[src/verilog/aec_cfg.svh]
/*
  Constants of the alarm front-end enable control block: register offsets,
  field positions, reset values and timing figures.
  Assumes a 40 MHz core clock and a 32-bit APB register bus.
*/
// Functional notes
// - LED sink runs only when gate high and enable pin or enabled GPIO pin high
// - Select bit routes enable pin to A or B
// - GPIO pin may enable either LED driver
// - Each LED driver has its own 8-bit code
// - Per-driver two-bit temperature compensation field
// - Read-only sense bin reported at offset 0x00
// - Switch bits disconnect CO input, gain, output resistors
// - Gain field selects integrated CO feedback resistor
// - Field programs millivolt reference 1.25 to 5 mV
// - 300 mV and millivolt references mutually exclusive
// - Test enable and direction drive reference-pin switches
// - Power-good shows boost above 95% of target
// - Power-good changes only after 200 us persistence while boost is on
// - Power-good low 10 ms after start latches error
// - Power-good reads low while boost disabled
// - Enable or charge bit, unless sleep and sleep-off
// - Low-supply option plus tripped comparator enables boost
// - Regulator error state enables boost unless the MCU disable bit is set
// - Charge bit self-clears once power-good goes high
// - Regulator fault state: error high, disable low
// - Photo reference 50 mV when selected and amplifier or gain enable on
`ifndef AEC_CFG_SVH
`define AEC_CFG_SVH

`define AEC_CLK_MHZ 40
`define AEC_PG_DEGLITCH_US 200
`define AEC_BOOST_TIMEOUT_MS 10

`define AEC_OFS_STATUS 8'h00
`define AEC_OFS_LED_CTRL 8'h04
`define AEC_OFS_LED_CODE 8'h08
`define AEC_OFS_CO_CTRL 8'h0c
`define AEC_OFS_BOOST_CTRL 8'h10

`define AEC_ST_BIN_LSB 0
`define AEC_ST_PG_BIT 4
`define AEC_ST_ERR_BIT 5
`define AEC_ST_MCU_FAULT_BIT 6
`define AEC_ST_BOOST_ON_BIT 7

`define AEC_LED_GATE_BIT 0
`define AEC_LED_SELECT_BIT 1
`define AEC_LED_GPIO_EN_BIT 2
`define AEC_LED_GPIO_TGT_BIT 3
`define AEC_LED_TC_A_LSB 4
`define AEC_LED_TC_B_LSB 6

`define AEC_CO_SW_LSB 0
`define AEC_CO_GAIN_LSB 3
`define AEC_CO_MV_CODE_LSB 8
`define AEC_CO_MV_EN_BIT 10
`define AEC_CO_300MV_EN_BIT 11
`define AEC_CO_TEST_EN_BIT 12
`define AEC_CO_TEST_DIR_BIT 13

`define AEC_BOOST_ENABLE_BIT_BIT 0
`define AEC_BOOST_ONESHOT_CHARGE_BIT 1
`define AEC_BST_SLEEP_OFF_BIT 2
`define AEC_BST_SLEEP_EN_BIT 3
`define AEC_BST_LOW_OPT_BIT 4
`define AEC_BST_MCU_DIS_BIT 5
`define AEC_BST_VSET_LSB 8
`define AEC_BST_PHOTO_INPUT_AMP_ENABLE_BIT 12
`define AEC_BST_PGAIN_EN_BIT 13
`define AEC_BST_PHOTO_REFERENCE_SELECT_BIT 14

`define AEC_LED_CTRL_RESET 8'h00
`define AEC_LED_CODE_RESET 16'h0000
`define AEC_CO_CTRL_RESET 14'h0000
`define AEC_BOOST_CTRL_RESET 15'h0000

`endif

[src/verilog/aec_pkg.sv]
/*
  Types of the alarm front-end enable control block.
  Assumes aec_cfg.svh supplies the numeric constants.
*/
package aec_pkg;

  typedef struct packed {
    logic psel;
    logic penable;
    logic pwrite;
    logic [7:0] paddr;
    logic [31:0] pwdata;
  } aec_apb_req_type;

  typedef struct packed {
    logic [31:0] prdata;
    logic pready;
    logic pslverr;
  } aec_apb_rsp_type;

  typedef struct packed {
    logic led_enable_pin;
    logic gpio_pin;
    logic boost_power_good_raw;
    logic low_supply_comparator;
    logic mcu_regulator_error;
  } aec_pins_type;

  typedef struct packed {
    logic led_a_on;
    logic led_b_on;
    logic [7:0] led_a_current_code;
    logic [7:0] led_b_current_code;
    logic [1:0] led_a_temp_comp_setting;
    logic [1:0] led_b_temp_comp_setting;
  } aec_led_type;

  typedef struct packed {
    logic [2:0] co_resistor_switches;
    logic [2:0] co_gain_select;
    logic [1:0] co_millivolt_reference;
    logic co_mv_reference_on;
    logic co_300mv_reference_on;
    logic co_test_pullup_on;
    logic co_test_pulldown_on;
    logic photo_reference_50mv_on;
  } aec_co_type;

  typedef struct packed {
    logic boost_on;
    logic [3:0] boost_voltage_setting;
  } aec_boost_type;

  typedef struct packed {
    logic [4:0] sync1;
    logic [4:0] sync2;
    logic [7:0] led_ctrl_reg;
    logic [15:0] led_code_reg;
    logic [13:0] co_ctrl_reg;
    logic [14:0] boost_ctrl_reg;
    logic [3:0] vset_seen;
    logic pg_filt;
    logic [19:0] pg_cnt;
    logic tmo_armed;
    logic [19:0] tmo_cnt;
    logic err_flag;
    aec_apb_rsp_type rsp;
    aec_led_type led;
    aec_co_type co;
    aec_boost_type boost;
  } aec_state_type;

endpackage

[src/verilog/aec_top.sv]
/*
  Enable and configuration control of a smoke and CO alarm front end:
  LED driver gating, CO amplifier switches and references, boost enable,
  power-good deglitch and boost error latch, all behind an APB slave.
  Assumes one 40 MHz clock, synchronous active-high reset, asynchronous pins.
*/
`timescale 1ns/1ps
`include "aec_cfg.svh"

module aec_top #(
  parameter int PG_DEGLITCH_CYC = `AEC_PG_DEGLITCH_US * `AEC_CLK_MHZ,
  parameter int BOOST_TIMEOUT_CYC = `AEC_BOOST_TIMEOUT_MS * 1000 * `AEC_CLK_MHZ,
  parameter logic [1:0] SENSE_BIN = 2'h0
) (
  input wire logic CORE_CLK,
  input wire logic SYS_RST,
  input wire aec_pkg::aec_apb_req_type APB_REQ,
  output aec_pkg::aec_apb_rsp_type APB_RSP,
  input wire aec_pkg::aec_pins_type PINS,
  output aec_pkg::aec_led_type LED_OUT,
  output aec_pkg::aec_co_type CO_OUT,
  output aec_pkg::aec_boost_type BOOST_OUT,
  output logic BOOST_POWER_GOOD,
  output logic BOOST_ERROR_FLAG
);
  import aec_pkg::*;

  localparam int PIN_LED = 4;
  localparam int PIN_GPIO = 3;
  localparam int PIN_PG = 2;
  localparam int PIN_LOW = 1;
  localparam int PIN_MCU = 0;
  localparam logic [19:0] PG_LAST = 20'(PG_DEGLITCH_CYC - 1);
  localparam logic [19:0] TMO_LAST = 20'(BOOST_TIMEOUT_CYC - 1);

  aec_state_type state_reg;
  aec_state_type state_next;

  logic mcu_fault;
  logic boost_req;
  logic restart;
  logic apb_setup;
  logic apb_write;
  logic [31:0] wdata;

  function automatic logic addr_hit(input logic [7:0] addr);
    addr_hit = (addr == `AEC_OFS_STATUS) || (addr == `AEC_OFS_LED_CTRL) ||
      (addr == `AEC_OFS_LED_CODE) || (addr == `AEC_OFS_CO_CTRL) || (addr == `AEC_OFS_BOOST_CTRL);
  endfunction

  function automatic logic [31:0] read_word(input aec_state_type st, input logic [7:0] addr,
    input logic fault);
    read_word = 32'h0000_0000;
    unique case (addr)
      `AEC_OFS_STATUS:
      begin
        read_word[`AEC_ST_BIN_LSB +: 2] = SENSE_BIN;
        read_word[`AEC_ST_PG_BIT] = st.pg_filt & st.boost.boost_on;
        read_word[`AEC_ST_ERR_BIT] = st.err_flag;
        read_word[`AEC_ST_MCU_FAULT_BIT] = fault;
        read_word[`AEC_ST_BOOST_ON_BIT] = st.boost.boost_on;
      end
      `AEC_OFS_LED_CTRL: read_word[7:0] = st.led_ctrl_reg;
      `AEC_OFS_LED_CODE: read_word[15:0] = st.led_code_reg;
      `AEC_OFS_CO_CTRL: read_word[13:0] = st.co_ctrl_reg;
      `AEC_OFS_BOOST_CTRL: read_word[14:0] = st.boost_ctrl_reg;
      default: read_word = 32'h0000_0000;
    endcase
  endfunction

  always_comb
  begin
    state_next = state_reg;
    wdata = APB_REQ.pwdata;

    // Two-stage synchroniser for every pin
    state_next.sync1 = PINS;
    state_next.sync2 = state_reg.sync1;

    mcu_fault = state_reg.sync2[PIN_MCU] & ~state_reg.boost_ctrl_reg[`AEC_BST_MCU_DIS_BIT];

    // Boost enable terms
    boost_req = ((state_reg.boost_ctrl_reg[`AEC_BOOST_ENABLE_BIT_BIT] |
      state_reg.boost_ctrl_reg[`AEC_BOOST_ONESHOT_CHARGE_BIT]) &
      ~(state_reg.boost_ctrl_reg[`AEC_BST_SLEEP_OFF_BIT] &
      state_reg.boost_ctrl_reg[`AEC_BST_SLEEP_EN_BIT])) |
      (state_reg.boost_ctrl_reg[`AEC_BST_LOW_OPT_BIT] & state_reg.sync2[PIN_LOW]) |
      mcu_fault;

    // A fresh enable or a new voltage setting starts both counters over
    restart = (boost_req & ~state_reg.boost.boost_on) |
      (state_reg.boost_ctrl_reg[`AEC_BST_VSET_LSB +: 4] != state_reg.vset_seen);
    state_next.vset_seen = state_reg.boost_ctrl_reg[`AEC_BST_VSET_LSB +: 4];

    // APB slave: answer in the first access cycle
    apb_setup = APB_REQ.psel & ~APB_REQ.penable;
    apb_write = APB_REQ.psel & APB_REQ.penable & state_reg.rsp.pready & APB_REQ.pwrite;
    state_next.rsp.pready = apb_setup;
    state_next.rsp.pslverr = apb_setup & ~addr_hit(APB_REQ.paddr);
    state_next.rsp.prdata = apb_setup ? read_word(state_reg, APB_REQ.paddr, mcu_fault) : 32'h0000_0000;

    // Charge bit drops once power-good is seen
    if (state_reg.pg_filt & state_reg.boost.boost_on)
    begin
      state_next.boost_ctrl_reg[`AEC_BOOST_ONESHOT_CHARGE_BIT] = 1'b0;
    end

    if (apb_write)
    begin
      unique case (APB_REQ.paddr)
        `AEC_OFS_STATUS:
        begin
          if (wdata[`AEC_ST_ERR_BIT])
          begin
            state_next.err_flag = 1'b0;
          end
        end
        `AEC_OFS_LED_CTRL: state_next.led_ctrl_reg = wdata[7:0];
        `AEC_OFS_LED_CODE: state_next.led_code_reg = wdata[15:0];
        `AEC_OFS_CO_CTRL:
        begin
          state_next.co_ctrl_reg = wdata[13:0];
          if (wdata[`AEC_CO_300MV_EN_BIT])
          begin
            state_next.co_ctrl_reg[`AEC_CO_MV_EN_BIT] = 1'b0;
          end
        end
        `AEC_OFS_BOOST_CTRL: state_next.boost_ctrl_reg = wdata[14:0];
        default:
        begin
        end
      endcase
    end

    // Power-good deglitch
    if (!state_reg.boost.boost_on)
    begin
      state_next.pg_filt = 1'b0;
      state_next.pg_cnt = 20'h0_0000;
    end
    else if (restart || (state_reg.sync2[PIN_PG] == state_reg.pg_filt))
    begin
      state_next.pg_cnt = 20'h0_0000;
    end
    else if (state_reg.pg_cnt == PG_LAST)
    begin
      state_next.pg_filt = state_reg.sync2[PIN_PG];
      state_next.pg_cnt = 20'h0_0000;
    end
    else
    begin
      state_next.pg_cnt = state_reg.pg_cnt + 20'h0_0001;
    end

    // Start-up timeout; the set is applied after the clear so it wins
    if (restart)
    begin
      state_next.tmo_armed = 1'b1;
      state_next.tmo_cnt = 20'h0_0000;
    end
    else if (!state_reg.boost.boost_on || state_reg.pg_filt)
    begin
      state_next.tmo_armed = 1'b0;
      state_next.tmo_cnt = 20'h0_0000;
    end
    else if (state_reg.tmo_armed)
    begin
      if (state_reg.tmo_cnt == TMO_LAST)
      begin
        state_next.err_flag = 1'b1;
        state_next.tmo_armed = 1'b0;
      end
      else
      begin
        state_next.tmo_cnt = state_reg.tmo_cnt + 20'h0_0001;
      end
    end

    // LED driver outputs
    state_next.led.led_a_on = state_reg.led_ctrl_reg[`AEC_LED_GATE_BIT] &
      ((state_reg.sync2[PIN_LED] & ~state_reg.led_ctrl_reg[`AEC_LED_SELECT_BIT]) |
      (state_reg.led_ctrl_reg[`AEC_LED_GPIO_EN_BIT] & state_reg.sync2[PIN_GPIO] &
      ~state_reg.led_ctrl_reg[`AEC_LED_GPIO_TGT_BIT]));
    state_next.led.led_b_on = state_reg.led_ctrl_reg[`AEC_LED_GATE_BIT] &
      ((state_reg.sync2[PIN_LED] & state_reg.led_ctrl_reg[`AEC_LED_SELECT_BIT]) |
      (state_reg.led_ctrl_reg[`AEC_LED_GPIO_EN_BIT] & state_reg.sync2[PIN_GPIO] &
      state_reg.led_ctrl_reg[`AEC_LED_GPIO_TGT_BIT]));
    state_next.led.led_a_current_code = state_reg.led_code_reg[7:0];
    state_next.led.led_b_current_code = state_reg.led_code_reg[15:8];
    state_next.led.led_a_temp_comp_setting = state_reg.led_ctrl_reg[`AEC_LED_TC_A_LSB +: 2];
    state_next.led.led_b_temp_comp_setting = state_reg.led_ctrl_reg[`AEC_LED_TC_B_LSB +: 2];

    // CO amplifier and test switches
    state_next.co.co_resistor_switches = state_reg.co_ctrl_reg[`AEC_CO_SW_LSB +: 3];
    state_next.co.co_gain_select = state_reg.co_ctrl_reg[`AEC_CO_GAIN_LSB +: 3];
    state_next.co.co_millivolt_reference = state_reg.co_ctrl_reg[`AEC_CO_MV_CODE_LSB +: 2];
    state_next.co.co_300mv_reference_on = state_reg.co_ctrl_reg[`AEC_CO_300MV_EN_BIT];
    state_next.co.co_mv_reference_on = state_reg.co_ctrl_reg[`AEC_CO_MV_EN_BIT] &
      ~state_reg.co_ctrl_reg[`AEC_CO_300MV_EN_BIT];
    state_next.co.co_test_pullup_on = state_reg.co_ctrl_reg[`AEC_CO_TEST_EN_BIT] &
      state_reg.co_ctrl_reg[`AEC_CO_TEST_DIR_BIT];
    state_next.co.co_test_pulldown_on = state_reg.co_ctrl_reg[`AEC_CO_TEST_EN_BIT] &
      ~state_reg.co_ctrl_reg[`AEC_CO_TEST_DIR_BIT];
    state_next.co.photo_reference_50mv_on = state_reg.boost_ctrl_reg[`AEC_BST_PHOTO_REFERENCE_SELECT_BIT] &
      (state_reg.boost_ctrl_reg[`AEC_BST_PHOTO_INPUT_AMP_ENABLE_BIT] |
      state_reg.boost_ctrl_reg[`AEC_BST_PGAIN_EN_BIT]);

    state_next.boost.boost_on = boost_req;
    state_next.boost.boost_voltage_setting = state_reg.boost_ctrl_reg[`AEC_BST_VSET_LSB +: 4];
  end

  always_ff @(posedge CORE_CLK)
  begin
    if (SYS_RST)
    begin
      state_reg <= '0;
      state_reg.led_ctrl_reg <= `AEC_LED_CTRL_RESET;
      state_reg.led_code_reg <= `AEC_LED_CODE_RESET;
      state_reg.co_ctrl_reg <= `AEC_CO_CTRL_RESET;
      state_reg.boost_ctrl_reg <= `AEC_BOOST_CTRL_RESET;
    end
    else
    begin
      state_reg <= state_next;
    end
  end

  assign APB_RSP = state_reg.rsp;
  assign LED_OUT = state_reg.led;
  assign CO_OUT = state_reg.co;
  assign BOOST_OUT = state_reg.boost;
  assign BOOST_POWER_GOOD = state_reg.pg_filt;
  assign BOOST_ERROR_FLAG = state_reg.err_flag;

endmodule // aec_top

[config.mk]
export PLATFORM = sky130hd
export DESIGN_NAME = aec_top
export DESIGN_NICKNAME = d
export VERILOG_FILES = /design/src/verilog/aec_pkg.sv /design/src/verilog/aec_top.sv
export VERILOG_INCLUDE_DIRS = /design/src /design/src/verilog
export SDC_FILE = /design/constraint.sdc
export NUM_CORES = 1
export LEC_CHECK = 0
export BUFFER_PORTS_ARGS = -buffer_cell sky130_fd_sc_hd__clkbuf_2
export CORE_MARGIN = 5
export CORE_UTILIZATION = 55
export CTS_CLUSTER_SIZE = 30
export DETAILED_ROUTE_END_ITERATION = 8
export GPL_TIMING_DRIVEN = 0
export PLACE_DENSITY = 0.83
export SLEW_MARGIN = 20
export SYNTH_ARGS = -nofsm -noshare
export SYNTH_HDL_FRONTEND = slang
export SYNTH_SLANG_ARGS = --single-unit
export TNS_END_PERCENT = 10
[constraint.sdc]
create_clock -name CORE_CLK -period 4.5 [get_ports CORE_CLK]
set_clock_uncertainty 0.1 [all_clocks]
set_input_delay 0.675 -clock CORE_CLK [delete_from_list [all_inputs] [get_ports CORE_CLK]]
set_output_delay 0.675 -clock CORE_CLK [all_outputs]
set_load 0.02 [all_outputs]
==> impl_results.md, run 1 <==
* Max IR drop VDD at 258 uV
* Period Utilization, post-route at 64.5%
* Post-synthesis cell count at 728
* Initial Util at 56.3%
* Number of remaining DRC errors at 0
* NumNets Final at 903
* Clk root buf: clkbuf_16
* Critical Path AT at 3160 ps
* Routed wire length at 15700 um
* Static Leak at 3.42 nW
* H-tree depth at 4
* Number of library cell types mapped by synthesis at 57
* Yosys warning count at 0
* Initial DRT Pass Iterations at 5
* # fillers at 944
* DR iter-0 viols at 405
* Vias per cell at 5.15
* Wire per inst at 15.2 um
* Post-synth EDFFs at 0
* CP Launch Type: primary input
* Crit end category: flip-flop
* CTS tree: built
* Grt ovf at 0
* Max_slew headroom at 40.1%
* Clock sink count at 164
* Average size of a mapped cell at 9.33 um^2
* Core area at 12100 um^2
* CTS Hold Bufs at 0
* #FFs+latches synth at 164
* Final Hold Viols at 0
* Diodes inserted at 0
* Die width at 121 um
* Worst skew pair latency at 430 ps
* Post-DP Area at 7510 um^2
* Post-CTS sizing at 0
* Largest net degree at the start of global routing at 17
* Syn-to-layout area delta at 20.8%
* Die height at 121 um
* GRT Total Usage at 22.2%
* Power, Total at 3.28 mW
* Sequential area share after synthesis at 48.3%
* Setup violators final at 0
* Post-synth top area share at 48.3%
* Initial antenna violation count at 0
* Setup_tns at 0 ps
* # port buffers at 89
* Max Slew Vio Count at 0
* Status: complete, no violations
* Postcts setup bufs at 0
* Clk slew on worst S/H paths at 70 ps
* Primary FF master, synth: dfxtp_1
* CTS buffer count at 17
* Tmin final at 2900 ps
* DP Worst Slack at 1270 ps
* Req. time, crit path at 4760 ps
* Slew at the pin closest to its max-slew limit at 898 ps
* Gpl congestion at 0.859
* Detailed placement HPWL at 10700 um
* Max FO, Critical Path at 10
* Unrepaired setup endpoints after global routing: false
* # rows at 40
* First-pass GRT wire length at 25600 um
* RR Startpoint: APB_RSP[1]
* Worst Setup SP: APB_REQ[39]
* Final worst slack at 1600 ps
* Vias in the first global route at 5175
* Hold_sp: state_next[178]
* Vias at 5311
* Most frequent cells after synthesis: dfxtp_1, nor2_1, buf_4
* Top-count cell post-synth: dfxtp_1
* Ranking of synthesized cells by area: dfxtp_1, buf_4, mux2i_1
* Critical path class: primary input to flip-flop
* Area of the die at 14700 um^2
* Layout cells sized above 1 at 24.1%
* PwrDens at 399 nW/um^2
* Cell Area, Synth at 6800 um^2
* Fmax at 344 MHz
* I/O pins at 126
* Leading area contributor after synthesis: dfxtp_1
* Synth async-reset ratio at 0%
* Post-DRT Antenna Nets at 0
* HP Class: flip-flop to flip-flop
* Max cap viols at 0
* Post-route cell area at 8210 um^2
* Flip-flop count of the largest register after layout at 66
* Clock buffer depth at 2
-- layer usage --
layer / GRT usage (%) / wire length (um)
met1: 29.7 / 7010
met2: 35.2 / 7250
met3: 5.13 / 1200
met4: 7.98 / 257
met5: 0 / 0
-- path summary, 6_finish.rpt --
kind                            depth (start not counted)  slack [ps]              to
worst min register to register                          1         340  state_reg[178]
worst max-delay path                                    8        1600   state_next[1]
worst max register to register                          7        2070   state_next[1]
worst min-delay path                                    1         340  state_reg[178]
-- critical path, stage by stage --
cell and delay (ps):
clkbuf_2 80, or4_4 520, or3_1 390, buf_6 160, nor2_1 540, clkbuf_1 500, nand2_1 140, a21oi_1 160
-- cell type report --
| class | instances | area [um^2] | area share (%) |
|---|---|---|---|
| multi-input cells | 463 | 2840 | 34.5 |
| plain buffers | 109 | 707 | 8.61 |
| clock inverters | 15 | 277 | 3.37 |
| repair buffers | 89 | 445 | 5.43 |
| clock buffers | 17 | 425 | 5.18 |
| well taps | 168 | 210 | 2.56 |
| inverters | 7 | 26.3 | 0.320 |
| flip-flops and latches | 164 | 3280 | 40.0 |
-- where the power goes --
| group | internal (mW) | switching [mW] | total (mW) | leakage (nW) |
|---|---|---|---|---|
| logic | 0.0354 | 0.0740 | 0.109 | 1.76 |
| registers | 1.46 | 0.00224 | 1.46 | 1.32 |
| clock network | 1.10 | 0.606 | 1.71 | 0.341 |
-- placed cells by master (no fill, tap or decap), types with 7 or more instances in the layout --
cell | Yosys | final
dfxtp_1 | 164 | 164
nor2_1 | 113 | 113
clkbuf_2 | 0 | 89
buf_4 | 75 | 75
mux2i_1 | 50 | 50
nor2b_1 | 46 | 46
nand2_1 | 37 | 37
a21oi_1 | 35 | 35
clkbuf_1 | 30 | 30
xnor2_1 | 22 | 22
xor2_1 | 17 | 17
clkbuf_16 | 0 | 17
o21ai_0 | 16 | 16
nand3_1 | 16 | 16
conb_1 | 1 | 16
and3_1 | 11 | 11
nand4_1 | 11 | 11
inv_1 | 7 | 7
nor3_1 | 7 | 7
bufinv_16 | 0 | 7
-- kinds of logic after synthesis --
| group | count (synthesis) | synth area share, % |
|---|---|---|
| fa+ha+maj | 2 | 0.368 |
| flops | 164 | 48.3 |
| simple gates | 280 | 21.0 |
| buf+inv | 116 | 10.8 |
| xor+xnor | 39 | 5.03 |
| compound gates | 73 | 6.39 |
| other cells | 1 | 0.0552 |
| mux | 53 | 8.03 |
-- through the flow --
| stage | hold slack [ps] | utilization [%] | cells |
|---|---|---|---|
| after floorplan | 314 | - | 743 |
| after global placement | 317 | 62.2 | 1000 |
| after detailed placement | 323 | 62.2 | 1000 |
| after CTS | 337 | 68.1 | 1032 |
| after global routing | 368 | 68.1 | 1032 |
| final | 337 | 68.1 | 1032 |
(Power assumes the default switching activity.)
==> run 2: changes to the inputs <==
Settings changed: CORE_UTILIZATION 55 to 50, PLACE_DENSITY 0.83 to 0.8.
Clock period 4.5 ns to 2.5 ns, I/O delays scaled along.
==> impl_results.md, run 2 (synthesized netlist as in run 1, its figures left out) <==
* Slew at the pin closest to its max-slew limit at 852 ps
* Die width at 127 um
* Detailed placement HPWL at 11200 um
* Area of the die at 16000 um^2
* Vias at 5309
* Worst Reg-to-Reg Cells at 6
* Gpl congestion at 0.868
* Max cap viols at 0
* GRT Total Usage at 20.6%
* H-tree depth at 4
* Layout cells sized above 1 at 24.3%
* # rows at 42
* I/O pins at 126
* Clk root buf: clkbuf_16
* Worst skew pair latency at 430 ps
* Net Sw Frac at 20.4%
* Diodes inserted at 0
* Max FO, Critical Path at 10
* Vias in the first global route at 5150
* Post-DRT Antenna Nets at 0
* Leading cell type in the layout, fill and taps excluded: dfxtp_1
* Vias per cell at 5.10
* Critical path class: primary input to flip-flop
* Unrepaired setup endpoints after global routing: false
* Clk slew on worst S/H paths at 60 ps
* Routed wire length at 16400 um
* Flop pwr share at 45.3%
* Largest stage delay on the critical path at 710 ps
* Core area at 13300 um^2
* Crit end category: flip-flop
* Die height at 127 um
* Crit-path cells: clkbuf_1, clkbuf_1, buf_1, mux2i_1, nor2_1, a21oi_1, nor2_1
* CTS buffer count at 17
* Status: complete, no violations
* Number of remaining DRC errors at 0
* Largest net degree at the start of global routing at 17
* Flip-flop count of the largest register after layout at 66
* CP max-delay cell: buf_1
* CTS Hold Bufs at 0
* Commonest non-fill, non-tap cells in the layout: dfxtp_1, nor2_1, clkbuf_2
* Share of total power in combinational logic at 3.4%
* End point of the critical path: APB_RSP[15]
* Static Leak at 3.41 nW
* Tmin final at 2400 ps
* Wire per inst at 15.8 um
* CP Launch Type: primary input
* Flop-to-flop setup slack at 140 ps
* Post-Route Utilization at 61.8%
* PwrDens at 706 nW/um^2
* Period Utilization, post-route at 96.1%
* Max Slew Vio Count at 0
* Clock sink count at 164
* Reg2reg end: BOOST_POWER_GOOD
* Initial Util at 51.1%
* Initial antenna violation count at 0
* Worst Setup SP: APB_REQ[34]
* CTS tree: built
* Syn-to-layout area delta at 20.8%
* Grt ovf at 0
* Max_slew headroom at 43.2%
* NetSw at 1.18 mW
* # port buffers at 89
* Clock network power share at 51.3%
* Initial DRT Pass Iterations at 5
* RR Startpoint: state_reg[97]
* Minimum hold slack at 59.5 ps
* # fillers at 1078
* Critical Path AT at 2590 ps
* Clock buffer depth at 2
* Setup violators final at 0
* DR iter-0 viols at 343
* Hold path depth at 2
* First-pass GRT wire length at 26100 um
* NumNets Final at 903
* Max IR drop VDD at 545 uV
* Pint at 4.61 mW
* Req. time, crit path at 2690 ps
* HP Class: primary input to flip-flop
* Fmax at 416 MHz
* Final Hold Viols at 0
run 2: worst min-delay path by stage:
stage	startpoint	to
2_1_floorplan	state_next[174]	state_reg[174]
3_3_place_gp	state_next[178]	state_reg[178]
3_5_place_dp	state_next[178]	state_reg[178]
4_1_cts	PINS[3]	state_next[177]
5_1_grt	PINS[1]	state_next[175]
6_report	PINS[1]	state_next[175]
run 2: layer usage:
| metal | vias up | GRT usage, % | wire length (um) |
|---|---|---|---|
| met5 | - | 0 | 0 |
| met4 | 0 | 8.96 | 399 |
| met3 | 30 | 4.92 | 1080 |
| met2 | 186 | 35.9 | 8170 |
| met1 | 2503 | 24.1 | 6730 |
| li1 | 2590 | - | - |
run 2: metrics by stage:
step                total power [mW]  setup TNS, ps  worst slack (ps)  cells  cell area, um^2
floorplan                       2.80          -27.2             -12.6    743             6850
global placement                2.88         -12090              -371   1008             7520
detailed placement              2.88         -12700              -403   1008             7520
CTS                             5.81              0              21.5   1040             8200
global route                    5.94              0              11.6   1040             8210
finish                          5.80              0              97.4   1040             8210
run 2: cell type report:
type	count	area [um^2]	area share (%)
flip-flops and latches	164	3280	40.0
well taps	176	220	2.68
clock buffers	20	457	5.56
inverters	7	26.3	0.320
plain buffers	109	714	8.70
multi-input cells	463	2840	34.6
clock inverters	12	226	2.76
repair buffers	89	445	5.42
run 2: worst max-delay path: cells and delay by family:
kind / cells / cell delay [ps]
and+or+nand+nor: 2 / 130
muxes: 1 / 280
AOI/OAI and AO/OA: 1 / 160
buffers and inverters: 3 / 1640
run 2: repair_timing:
| action | 4_1_cts | 5_1_grt |
|---|---|---|
| gates resized for setup | 0 | 6 |
| endpoints found under the setup margin | 0 | 18 |
| buffers inserted | 0 | 0 |
run 2: power by group through the flow:
| stage | sequential, mW | clock (mW) | combinational, mW |
|---|---|---|---|
| finish | 2.63 | 2.97 | 0.199 |
| global route | 2.63 | 3.10 | 0.213 |
| CTS | 2.63 | 2.99 | 0.196 |
| detailed placement | 2.68 | 0 | 0.194 |
| global placement | 2.68 | 0 | 0.193 |
| floorplan | 2.68 | 0 | 0.119 |
